<file path="src/common/trw_cfg.svh">
// timing counts and field constants for the transceiver reconfiguration writer
// assumes a 50 MHz system clock
`ifndef TRW_CFG_SVH
`define TRW_CFG_SVH
`define TRW_CLK_NS 20
`define TRW_WORD_W 16
`define TRW_ADDR_W 8
`define TRW_CHAN_W 2
`define TRW_IMAGE_WORDS 8
`define TRW_OFFSET_CYC 16
`define TRW_SCAN_DIV 2
`define TRW_SCAN_CYC 4
`define TRW_RELOCK_MS 1
`define TRW_RELOCK_CYC (`TRW_RELOCK_MS * 1000000 / `TRW_CLK_NS)
`define TRW_ARESET_NS 10
`define TRW_ARESET_CYC ((`TRW_ARESET_NS + `TRW_CLK_NS - 1) / `TRW_CLK_NS)
`define TRW_PMA_W 4
`endif

</file>
<file path="src/common/trw_pkg.sv">
// types shared by both ends of the reconfiguration writer
// assumes trw_cfg.svh is on the include path
`include "trw_cfg.svh"
package trw_pkg;
    typedef enum logic [1:0] {TRW_MODE_PMA, TRW_MODE_CHANNEL, TRW_MODE_PLL} trw_mode_type;
    typedef logic [`TRW_WORD_W-1:0] trw_word_type;
    typedef logic [`TRW_PMA_W-1:0] trw_pma_type;
endpackage : trw_pkg

</file>
<file path="src/common/trw_link_if.sv">
// link between the reconfiguration controller and the transceiver/PLL side
// both ends on i_clk_sys
`timescale 1ns/10ps
`default_nettype none
`include "trw_cfg.svh"
interface trw_link_if;
    import trw_pkg::*;
    logic wr_en;
    logic [`TRW_CHAN_W-1:0] chan;
    logic [`TRW_ADDR_W-1:0] addr;
    trw_word_type wdata;
    logic pma_en;
    trw_pma_type output_swing_setting;
    trw_pma_type preemph;
    trw_pma_type dc_gain;
    trw_pma_type equalizer;
    logic scan_clk_en;
    logic scan_data;
    logic scan_en;
    logic scan_done;
    logic pll_locked;
    modport ctrl (output wr_en, chan, addr, wdata, pma_en, output_swing_setting, preemph,
        dc_gain, equalizer, scan_clk_en, scan_data, scan_en, input scan_done, pll_locked);
    modport xcvr (input wr_en, chan, addr, wdata, pma_en, output_swing_setting, preemph,
        dc_gain, equalizer, scan_clk_en, scan_data, scan_en, output scan_done, pll_locked);
endinterface : trw_link_if
`default_nettype wire

</file>
<file path="src/core/trw_controller.sv">
// reconfiguration controller: streams image words, PMA settings, PLL scan
// assumes the requester obeys busy and the link peer is on i_clk_sys
// Summary of operation
// RULE_01: channel path issues writes only
// RULE_02: one trigger streams all words in continuous
// RULE_03: image moves as 16-bit words
// RULE_04: channel mode rewrites PCS and RX PMA
// RULE_05: settings come from stored image
// RULE_06: one controller owns each transceiver block
// RULE_07: PMA set: swing, preemphasis, gain, equalizer
// RULE_08: equalizer changes only in PMA mode
// RULE_09: user waits 1 ms for relock
// RULE_10: scan takes about 3.5 scan clocks
// RULE_11: asynchronous clear held at least 10 ns
// RULE_12: busy at offset cancellation and transactions
// RULE_13: trigger only when idle, inputs held
`timescale 1ns/10ps
`default_nettype none
`include "trw_cfg.svh"
module trw_controller
    import trw_pkg::*;
(
    input wire logic i_clk_sys, // system clock
    input wire logic i_rst_n, // async reset, active low
    input wire logic i_write_all, // bulk write trigger pulse
    input wire logic i_write_one, // single word write pulse
    input wire logic i_continuous, // continuous write select
    input wire trw_mode_type i_mode, // reconfiguration mode
    input wire logic [`TRW_CHAN_W-1:0] i_chan, // target channel
    input wire trw_pma_type i_swing, // output swing request
    input wire trw_pma_type i_preemph, // pre-emphasis request
    input wire trw_pma_type i_dc_gain, // dc gain request
    input wire trw_pma_type i_equalizer, // equalizer request
    input wire logic [`TRW_WORD_W-1:0] i_scan_word, // pll scan pattern
    output logic o_busy, // controller busy
    output logic o_done, // transaction finished pulse
    trw_link_if.ctrl link // link to transceiver side
);
    typedef enum logic [2:0] {ST_OFFSET, ST_IDLE, ST_WRITE, ST_PMA, ST_SCAN} trw_state_type;

    // stored reconfiguration image for the target functional mode
    trw_word_type image [`TRW_IMAGE_WORDS];
    genvar g;
    generate
        for (g = 0; g < `TRW_IMAGE_WORDS; g = g + 1)
        begin : gen_image
            assign image[g] = trw_word_type'(16'hA500 + g);
        end
    endgenerate

    function automatic logic is_last(input logic [`TRW_ADDR_W-1:0] a);
        is_last = (a == `TRW_ADDR_W'(`TRW_IMAGE_WORDS - 1));
    endfunction : is_last

    trw_state_type state, next_state;
    logic [`TRW_ADDR_W-1:0] addr, next_addr;
    logic [`TRW_ADDR_W-1:0] waddr, next_waddr;
    logic [`TRW_ADDR_W-1:0] cnt, next_cnt;
    logic [`TRW_WORD_W-1:0] shreg, next_shreg;
    logic [1:0] div, next_div;
    logic cont, next_cont;
    logic busy, next_busy;
    logic done, next_done;
    logic wr_en, next_wr_en;
    logic [`TRW_CHAN_W-1:0] chan, next_chan;
    trw_word_type wdata, next_wdata;
    logic pma_en, next_pma_en;
    trw_pma_type swing, next_swing, pre, next_pre, gain, next_gain, eq, next_eq;
    logic sclk_en, next_sclk_en, sdata, next_sdata, sen, next_sen;

    always_comb
    begin
        next_state = state;
        next_addr = addr;
        next_waddr = waddr;
        next_cnt = cnt;
        next_shreg = shreg;
        next_div = div;
        next_cont = cont;
        next_done = 1'b0;
        next_wr_en = 1'b0;
        next_chan = chan;
        next_wdata = wdata;
        next_pma_en = 1'b0;
        next_swing = swing;
        next_pre = pre;
        next_gain = gain;
        next_eq = eq;
        next_sclk_en = 1'b0;
        next_sdata = sdata;
        next_sen = 1'b0;
        case (state)
            // RULE_12 offset cancellation busy
            ST_OFFSET:
            begin
                next_cnt = cnt + 1'b1;
                if (cnt == `TRW_ADDR_W'(`TRW_OFFSET_CYC - 1))
                begin
                    next_cnt = '0;
                    next_state = ST_IDLE;
                end
            end
            ST_IDLE:
            begin
                next_addr = '0;
                next_cnt = '0;
                // RULE_13 trigger while idle
                if ((i_write_all || i_write_one) && i_mode == TRW_MODE_CHANNEL)
                begin
                    next_cont = i_write_all && i_continuous;
                    // RULE_06 any channel, one owner
                    next_chan = i_chan;
                    next_state = ST_WRITE;
                end
                else if (i_write_all && i_mode == TRW_MODE_PMA)
                begin
                    next_chan = i_chan;
                    next_state = ST_PMA;
                end
                else if (i_write_all && i_mode == TRW_MODE_PLL)
                begin
                    next_shreg = i_scan_word;
                    next_div = '0;
                    next_state = ST_SCAN;
                end
            end
            ST_WRITE:
            begin
                // RULE_01 writes only
                next_wr_en = 1'b1;
                // RULE_03 sixteen bit words
                // RULE_05 from stored image
                next_wdata = image[addr[$clog2(`TRW_IMAGE_WORDS)-1:0]];
                next_waddr = addr;
                next_addr = addr + 1'b1;
                // RULE_02 continuous stream
                if (!cont || is_last(addr))
                begin
                    next_done = 1'b1;
                    next_state = ST_IDLE;
                end
            end
            ST_PMA:
            begin
                // RULE_07 pma control set
                next_pma_en = 1'b1;
                next_swing = i_swing;
                next_pre = i_preemph;
                next_gain = i_dc_gain;
                // RULE_08 equalizer in pma mode
                next_eq = i_equalizer;
                next_done = 1'b1;
                next_state = ST_IDLE;
            end
            ST_SCAN:
            begin
                // RULE_10 divided scan clock
                next_sen = 1'b1;
                next_div = div + 1'b1;
                if (div == 2'(`TRW_SCAN_DIV - 1))
                begin
                    next_div = '0;
                    next_sclk_en = 1'b1;
                    next_sdata = shreg[`TRW_WORD_W-1];
                    next_shreg = {shreg[`TRW_WORD_W-2:0], 1'b0};
                    next_cnt = cnt + 1'b1;
                    if (cnt == `TRW_ADDR_W'(`TRW_SCAN_CYC - 1))
                    begin
                        next_done = 1'b1;
                        next_state = ST_IDLE;
                    end
                end
            end
            default:
            begin
                next_state = ST_IDLE;
            end
        endcase
        // RULE_12 busy outside idle
        next_busy = (next_state != ST_IDLE);
    end

    always_ff @(posedge i_clk_sys or negedge i_rst_n)
    begin
        if (!i_rst_n)
        begin
            state <= ST_OFFSET;
            addr <= '0;
            waddr <= '0;
            cnt <= '0;
            shreg <= '0;
            div <= '0;
            cont <= 1'b0;
            busy <= 1'b1;
            done <= 1'b0;
            wr_en <= 1'b0;
            chan <= '0;
            wdata <= '0;
            pma_en <= 1'b0;
            swing <= '0;
            pre <= '0;
            gain <= '0;
            eq <= '0;
            sclk_en <= 1'b0;
            sdata <= 1'b0;
            sen <= 1'b0;
        end
        else
        begin
            state <= next_state;
            addr <= next_addr;
            waddr <= next_waddr;
            cnt <= next_cnt;
            shreg <= next_shreg;
            div <= next_div;
            cont <= next_cont;
            busy <= next_busy;
            done <= next_done;
            wr_en <= next_wr_en;
            chan <= next_chan;
            wdata <= next_wdata;
            pma_en <= next_pma_en;
            swing <= next_swing;
            pre <= next_pre;
            gain <= next_gain;
            eq <= next_eq;
            sclk_en <= next_sclk_en;
            sdata <= next_sdata;
            sen <= next_sen;
        end
    end

    assign o_busy = busy;
    assign o_done = done;
    assign link.wr_en = wr_en;
    assign link.chan = chan;
    // address of the word on the link, registered beside the data
    assign link.addr = waddr;
    assign link.wdata = wdata;
    assign link.pma_en = pma_en;
    assign link.output_swing_setting = swing;
    assign link.preemph = pre;
    assign link.dc_gain = gain;
    assign link.equalizer = eq;
    assign link.scan_clk_en = sclk_en;
    assign link.scan_data = sdata;
    assign link.scan_en = sen;
endmodule : trw_controller
`default_nettype wire

</file>
<file path="src/flat_wrapper.sv">
// flat-port wrapper written by rule: the top's interface ports become plain ports
module trw_controller_flat import trw_pkg::*;
  (i_clk_sys, i_rst_n, i_write_all, i_write_one, i_continuous, i_mode, i_chan, i_swing, i_preemph, i_dc_gain, i_equalizer, i_scan_word, o_busy, o_done, link_wr_en, link_chan, link_addr, link_wdata, link_pma_en, link_output_swing_setting, link_preemph, link_dc_gain, link_equalizer, link_scan_clk_en, link_scan_data, link_scan_en, link_scan_done, link_pll_locked);
  trw_link_if link_i ();
  input wire logic i_clk_sys;
  input wire logic i_rst_n;
  input wire logic i_write_all;
  input wire logic i_write_one;
  input wire logic i_continuous;
  input wire trw_mode_type i_mode;
  input wire logic [`TRW_CHAN_W-1:0] i_chan;
  input wire trw_pma_type i_swing;
  input wire trw_pma_type i_preemph;
  input wire trw_pma_type i_dc_gain;
  input wire trw_pma_type i_equalizer;
  input wire logic [`TRW_WORD_W-1:0] i_scan_word;
  output logic o_busy;
  output logic o_done;
  output wire logic [$bits(link_i.wr_en)-1:0] link_wr_en;
  output wire logic [$bits(link_i.chan)-1:0] link_chan;
  output wire logic [$bits(link_i.addr)-1:0] link_addr;
  output wire logic [$bits(link_i.wdata)-1:0] link_wdata;
  output wire logic [$bits(link_i.pma_en)-1:0] link_pma_en;
  output wire logic [$bits(link_i.output_swing_setting)-1:0] link_output_swing_setting;
  output wire logic [$bits(link_i.preemph)-1:0] link_preemph;
  output wire logic [$bits(link_i.dc_gain)-1:0] link_dc_gain;
  output wire logic [$bits(link_i.equalizer)-1:0] link_equalizer;
  output wire logic [$bits(link_i.scan_clk_en)-1:0] link_scan_clk_en;
  output wire logic [$bits(link_i.scan_data)-1:0] link_scan_data;
  output wire logic [$bits(link_i.scan_en)-1:0] link_scan_en;
  input wire logic [$bits(link_i.scan_done)-1:0] link_scan_done;
  input wire logic [$bits(link_i.pll_locked)-1:0] link_pll_locked;
  assign link_wr_en = link_i.wr_en;
  assign link_chan = link_i.chan;
  assign link_addr = link_i.addr;
  assign link_wdata = link_i.wdata;
  assign link_pma_en = link_i.pma_en;
  assign link_output_swing_setting = link_i.output_swing_setting;
  assign link_preemph = link_i.preemph;
  assign link_dc_gain = link_i.dc_gain;
  assign link_equalizer = link_i.equalizer;
  assign link_scan_clk_en = link_i.scan_clk_en;
  assign link_scan_data = link_i.scan_data;
  assign link_scan_en = link_i.scan_en;
  assign link_i.scan_done = link_scan_done;
  assign link_i.pll_locked = link_pll_locked;
  trw_controller u_core (.i_clk_sys(i_clk_sys), .i_rst_n(i_rst_n), .i_write_all(i_write_all), .i_write_one(i_write_one), .i_continuous(i_continuous), .i_mode(i_mode), .i_chan(i_chan), .i_swing(i_swing), .i_preemph(i_preemph), .i_dc_gain(i_dc_gain), .i_equalizer(i_equalizer), .i_scan_word(i_scan_word), .o_busy(o_busy), .o_done(o_done), .link(link_i));
endmodule
</file>
<file path="config.mk">
export PLATFORM = sky130hd
export DESIGN_NAME = trw_controller_flat
export DESIGN_NICKNAME = d
export VERILOG_FILES = /design/src/common/trw_pkg.sv /design/src/common/trw_link_if.sv /design/src/core/trw_controller.sv /design/src/flat_wrapper.sv
export VERILOG_INCLUDE_DIRS = /design/src /design/src/common
export SDC_FILE = /design/constraint.sdc
export NUM_CORES = 1
export LEC_CHECK = 0
export ABC_AREA = 1
export BUFFER_PORTS_ARGS = -buffer_cell sky130_fd_sc_hd__buf_2
export CAP_MARGIN = 15
export CORE_ASPECT_RATIO = 0.6
export CORE_MARGIN = 2
export CORE_UTILIZATION = 34
export DETAILED_ROUTE_END_ITERATION = 8
export PLACE_DENSITY = 0.58
export SETUP_SLACK_MARGIN = 0.4
export SYNTH_ARGS = -nofsm -noshare
export SYNTH_HDL_FRONTEND = slang
export SYNTH_SLANG_ARGS = --single-unit
</file>
<file path="constraint.sdc">
create_clock -name i_clk_sys -period 3.4 [get_ports i_clk_sys]
set_input_delay 0.17 -clock i_clk_sys [delete_from_list [all_inputs] [get_ports i_clk_sys]]
set_output_delay 0.17 -clock i_clk_sys [all_outputs]
set_load 0.05 [all_outputs]
</file>
==> flow_summary_export.csv <==
group,metric,value,unit
outcome,status,"finished, final reports clean",
route,met3WireLength,622,um
clock_tree,cts_buffers,9,
sta,fmax,0.531,GHz
synth,ys_warn_count,0,
clock_tree,cts_tree,"yes",
route,wl_met2,3.04,mm
global_route,grt_pass1_wl,12.5,mm
power,seq_power_share,34.4,%
setup_path,worst-setup-path-type,"register to register",
sta,fin_crit_sh,55.4,%
cells_and_area,n_fill_cell,1040,
route,vias_per_cell,4.37,
route,drt-pass1-iter-count,4,
route,drc,0,
synth,synth_edf_count,0,
synth,syn_inst,430,
setup_path,max_stage_delay,0.66,ns
clock_tree,hold_buffers,0,
place,pre_cts_ws,1.46,ns
cells_and_area,area_delta_synth_final,23.6,%
setup_path,endpoint_kind,"register",
sta,setup_viol,0,
cells_and_area,final_common_cell,"nand2_1",
route,detail-route-antenna-nets,0,
sta,setup_ws,1.52,ns
sta,hold_viol,0,
setup_path,crit_path_start_kind,"register",
cells_and_area,num-nets-final,554,
die,fp.dieW,133,um
route,wire_per_inst,11.7,um
power,vdd_drop_max,0.546,mV
setup_path,critPathArrivalTime,2.07,ns
clock_tree,clock_latency,0.33,ns
synth,synthDistinctLibCells,30,
global_route,grt_pass1_vias,2626,
synth,async_flop_share,100,%
setup_path,required,3.59,ns
place,dp_hpwl,5.19,mm
clock_tree,clock_path_buffers,2,
sta,fin_setup_tns,0,ns
global_route,gr-total-overflow,0,
power,power,3.91,mW
die,die_area,10900,um^2
route,initialDrtViolationCount,208,
sta,slew_viol_final,0,
synth,syn_area_per_cell,7.91,um^2
power,p_int,2.22,mW
clock_tree,postCtsSetupBuffers,0,
setup_path,crit_chain,"nor2_2 > nand2_2 > o21ai_2 > o21ai_0",
synth,synth_area_leaders,"dfrtp_1 (52%), nand2_1 (22%), buf_4 (3.8%)",
place,globalplace.congestion,0.779,
sta,tightest_slew,0.697,ns
synth,synth-seq-cells,72,
power,netSwitchingPower,1.69,mW
synth,synth.top_cell.area_share,52.2,%
route,top_layer_used,"met4",
place,place_inst,631,
min_path,hold_class,"input port to register",
die,start_util,34.7,%
sta,clock_skew,0.00559,ns
route,wl,7.56,mm
die,core,9810,um^2
synth,seq_area_frac_synth,53.0,%
sta,max-slew-margin-rel,53.5,%
run,max_cap_viol_count,0,
sta,min_period,1.88,ns
route,wirelength_met1,3.81,mm
power,clkPwrFrac,26.1,%
global_route,grt_antenna_before_repair,0,
setup_path,crit_path_top_delay_cell,"o21ai_2",
power,switching_share,43.2,%
setup_path,worst-path-max-fanout,25,
cells_and_area,diodes,0,
cells_and_area,final_cells,648,
clock_tree,cts_sinks,72,
die,fp-row-count,28,
sta,rsz0062_at_grt,"no",
clock_tree,cts_resized,0,
route,num_vias,2831,
synth,yosys.area.top_type,"dfrtp_1",
cells_and_area,mostFrequentLayoutCells,"nand2_1 (198), buf_2 (80), dfrtp_1 (71)",
die,ios,92,
place,io_buffers,80,
global_route,track_usage,15.0,%
clock_tree,htreeDepth,3,
synth,ys.flop_type,"dfrtp_1",
clock_tree,cts.clk_slew.worst_paths,0.06,ns
clock_tree,cts_root_buf,"clkbuf_16",
synth,syn_area,3400,um^2
power,p_leak,2.28,nW
global_route,grt_max_degree,51,
die,die_h,81.5,um
power,powerDensity,930,nW/um^2
cells_and_area,drive_gt1_share,22.8,%
power,p_comb_share,39.5,%
[flip-flops by register name, indices dropped and copies added, names as in the netlist, 2 cells and up]
signal,flops
u_core.cnt,8
u_core.link.preemph,4
u_core.addr,8
u_core.link.chan,2
u_core.link.addr,8
u_core.link.dc_gain,4
u_core.state,3
u_core.shreg,16
u_core.link.equalizer,4
u_core.link.output_swing_setting,4
u_core.div,2
[layout make-up]
class | count | area (um^2) | area share (%)
Clock buffer | 12 | 256 | 6.10
Clock inverter | 3 | 65.1 | 1.55
Inverter | 35 | 131 | 3.12
Multi-Input combinational cell | 306 | 1330 | 31.6
Sequential cell | 72 | 1800 | 42.9
Tap cell | 135 | 169 | 4.02
Timing Repair Buffer | 85 | 453 | 10.8
[worst paths after layout]
kind | from | to | slack, ns | depth (start not counted)
max | u_core.state[1] | u_core.shreg[0] | 1.52 | 4
min | i_equalizer[2] | u_core.link.equalizer[2] | 0.03 | 3
max reg2reg | u_core.state[1] | u_core.shreg[0] | 1.52 | 4
min reg2reg | u_core.link.preemph[0] | u_core.link.preemph[0] | 0.47 | 2
max in group asynchronous | i_rst_n | u_core.shreg[4] | 2.36 | 4
min in group asynchronous | i_rst_n | u_core.link.output_swing_setting[2] | 0.25 | 2
[power groups by stage]
stage | registers, mW | logic (mW) | clock network, mW
after floorplan | 1.78 | 0.807 | 0
after global placement | 1.34 | 1.53 | 0
after detailed placement | 1.35 | 1.56 | 0
after CTS | 1.35 | 1.56 | 1.05
after global routing | 1.39 | 1.71 | 1.09
final | 1.34 | 1.55 | 1.02
[synth_stat cells (2+ instances only)]
cell type and n:
nand2_1 198, dfrtp_1 71, inv_1 30, nor2_1 26
o21ai_0 22, buf_4 17, nand3_1 17, a21oi_1 6
buf_2 5, inv_2 5, nand2_2 4, nor2_2 3
nor3_1 3, clkbuf_1 2, ha_1 2, nor2_8 2
o21a_1 2, o21ai_1 2, o21ai_2 2
[routing by layer]
layer,GRT usage (%),vias to the layer above
li1,-,1464
met1,20.5,1279
met2,20.9,81
met3,7.47,7
met4,4.47,0
met5,0,-
[cell families (layout without fill, tap and decap cells)]
logic type | count (synthesis) | count (layout) | synth area share, %
muxes | 1 | 1 | 0.331
DFF | 72 | 72 | 53.0
adders and majority gates | 2 | 2 | 0.735
other | 1 | 9 | 0.110
buffers and inverters | 60 | 135 | 8.90
and+or+nand+nor | 257 | 257 | 30.9
AOI/OAI and AO/OA | 37 | 37 | 6.07
[through the flow]
step,hold slack [ns],instance area (um^2),util [%]
3_3_place_gp,0.369,3850,39.3
5_1_grt,0.0333,4210,42.9
6_report,0.0349,4210,42.9
4_1_cts,0.0202,4180,42.6
3_5_place_dp,0.374,3850,39.3
2_1_floorplan,-0.126,3430,-
[worst max-delay path: cells and delay by family, from the launching register on]
family | cells | cell delay, ns
flip-flops | 1 | 0.40
AND/OR/NAND/NOR | 2 | 0.50
AO/OA/AOI/OAI | 2 | 0.82
Power figures use the tool's default switching activity.
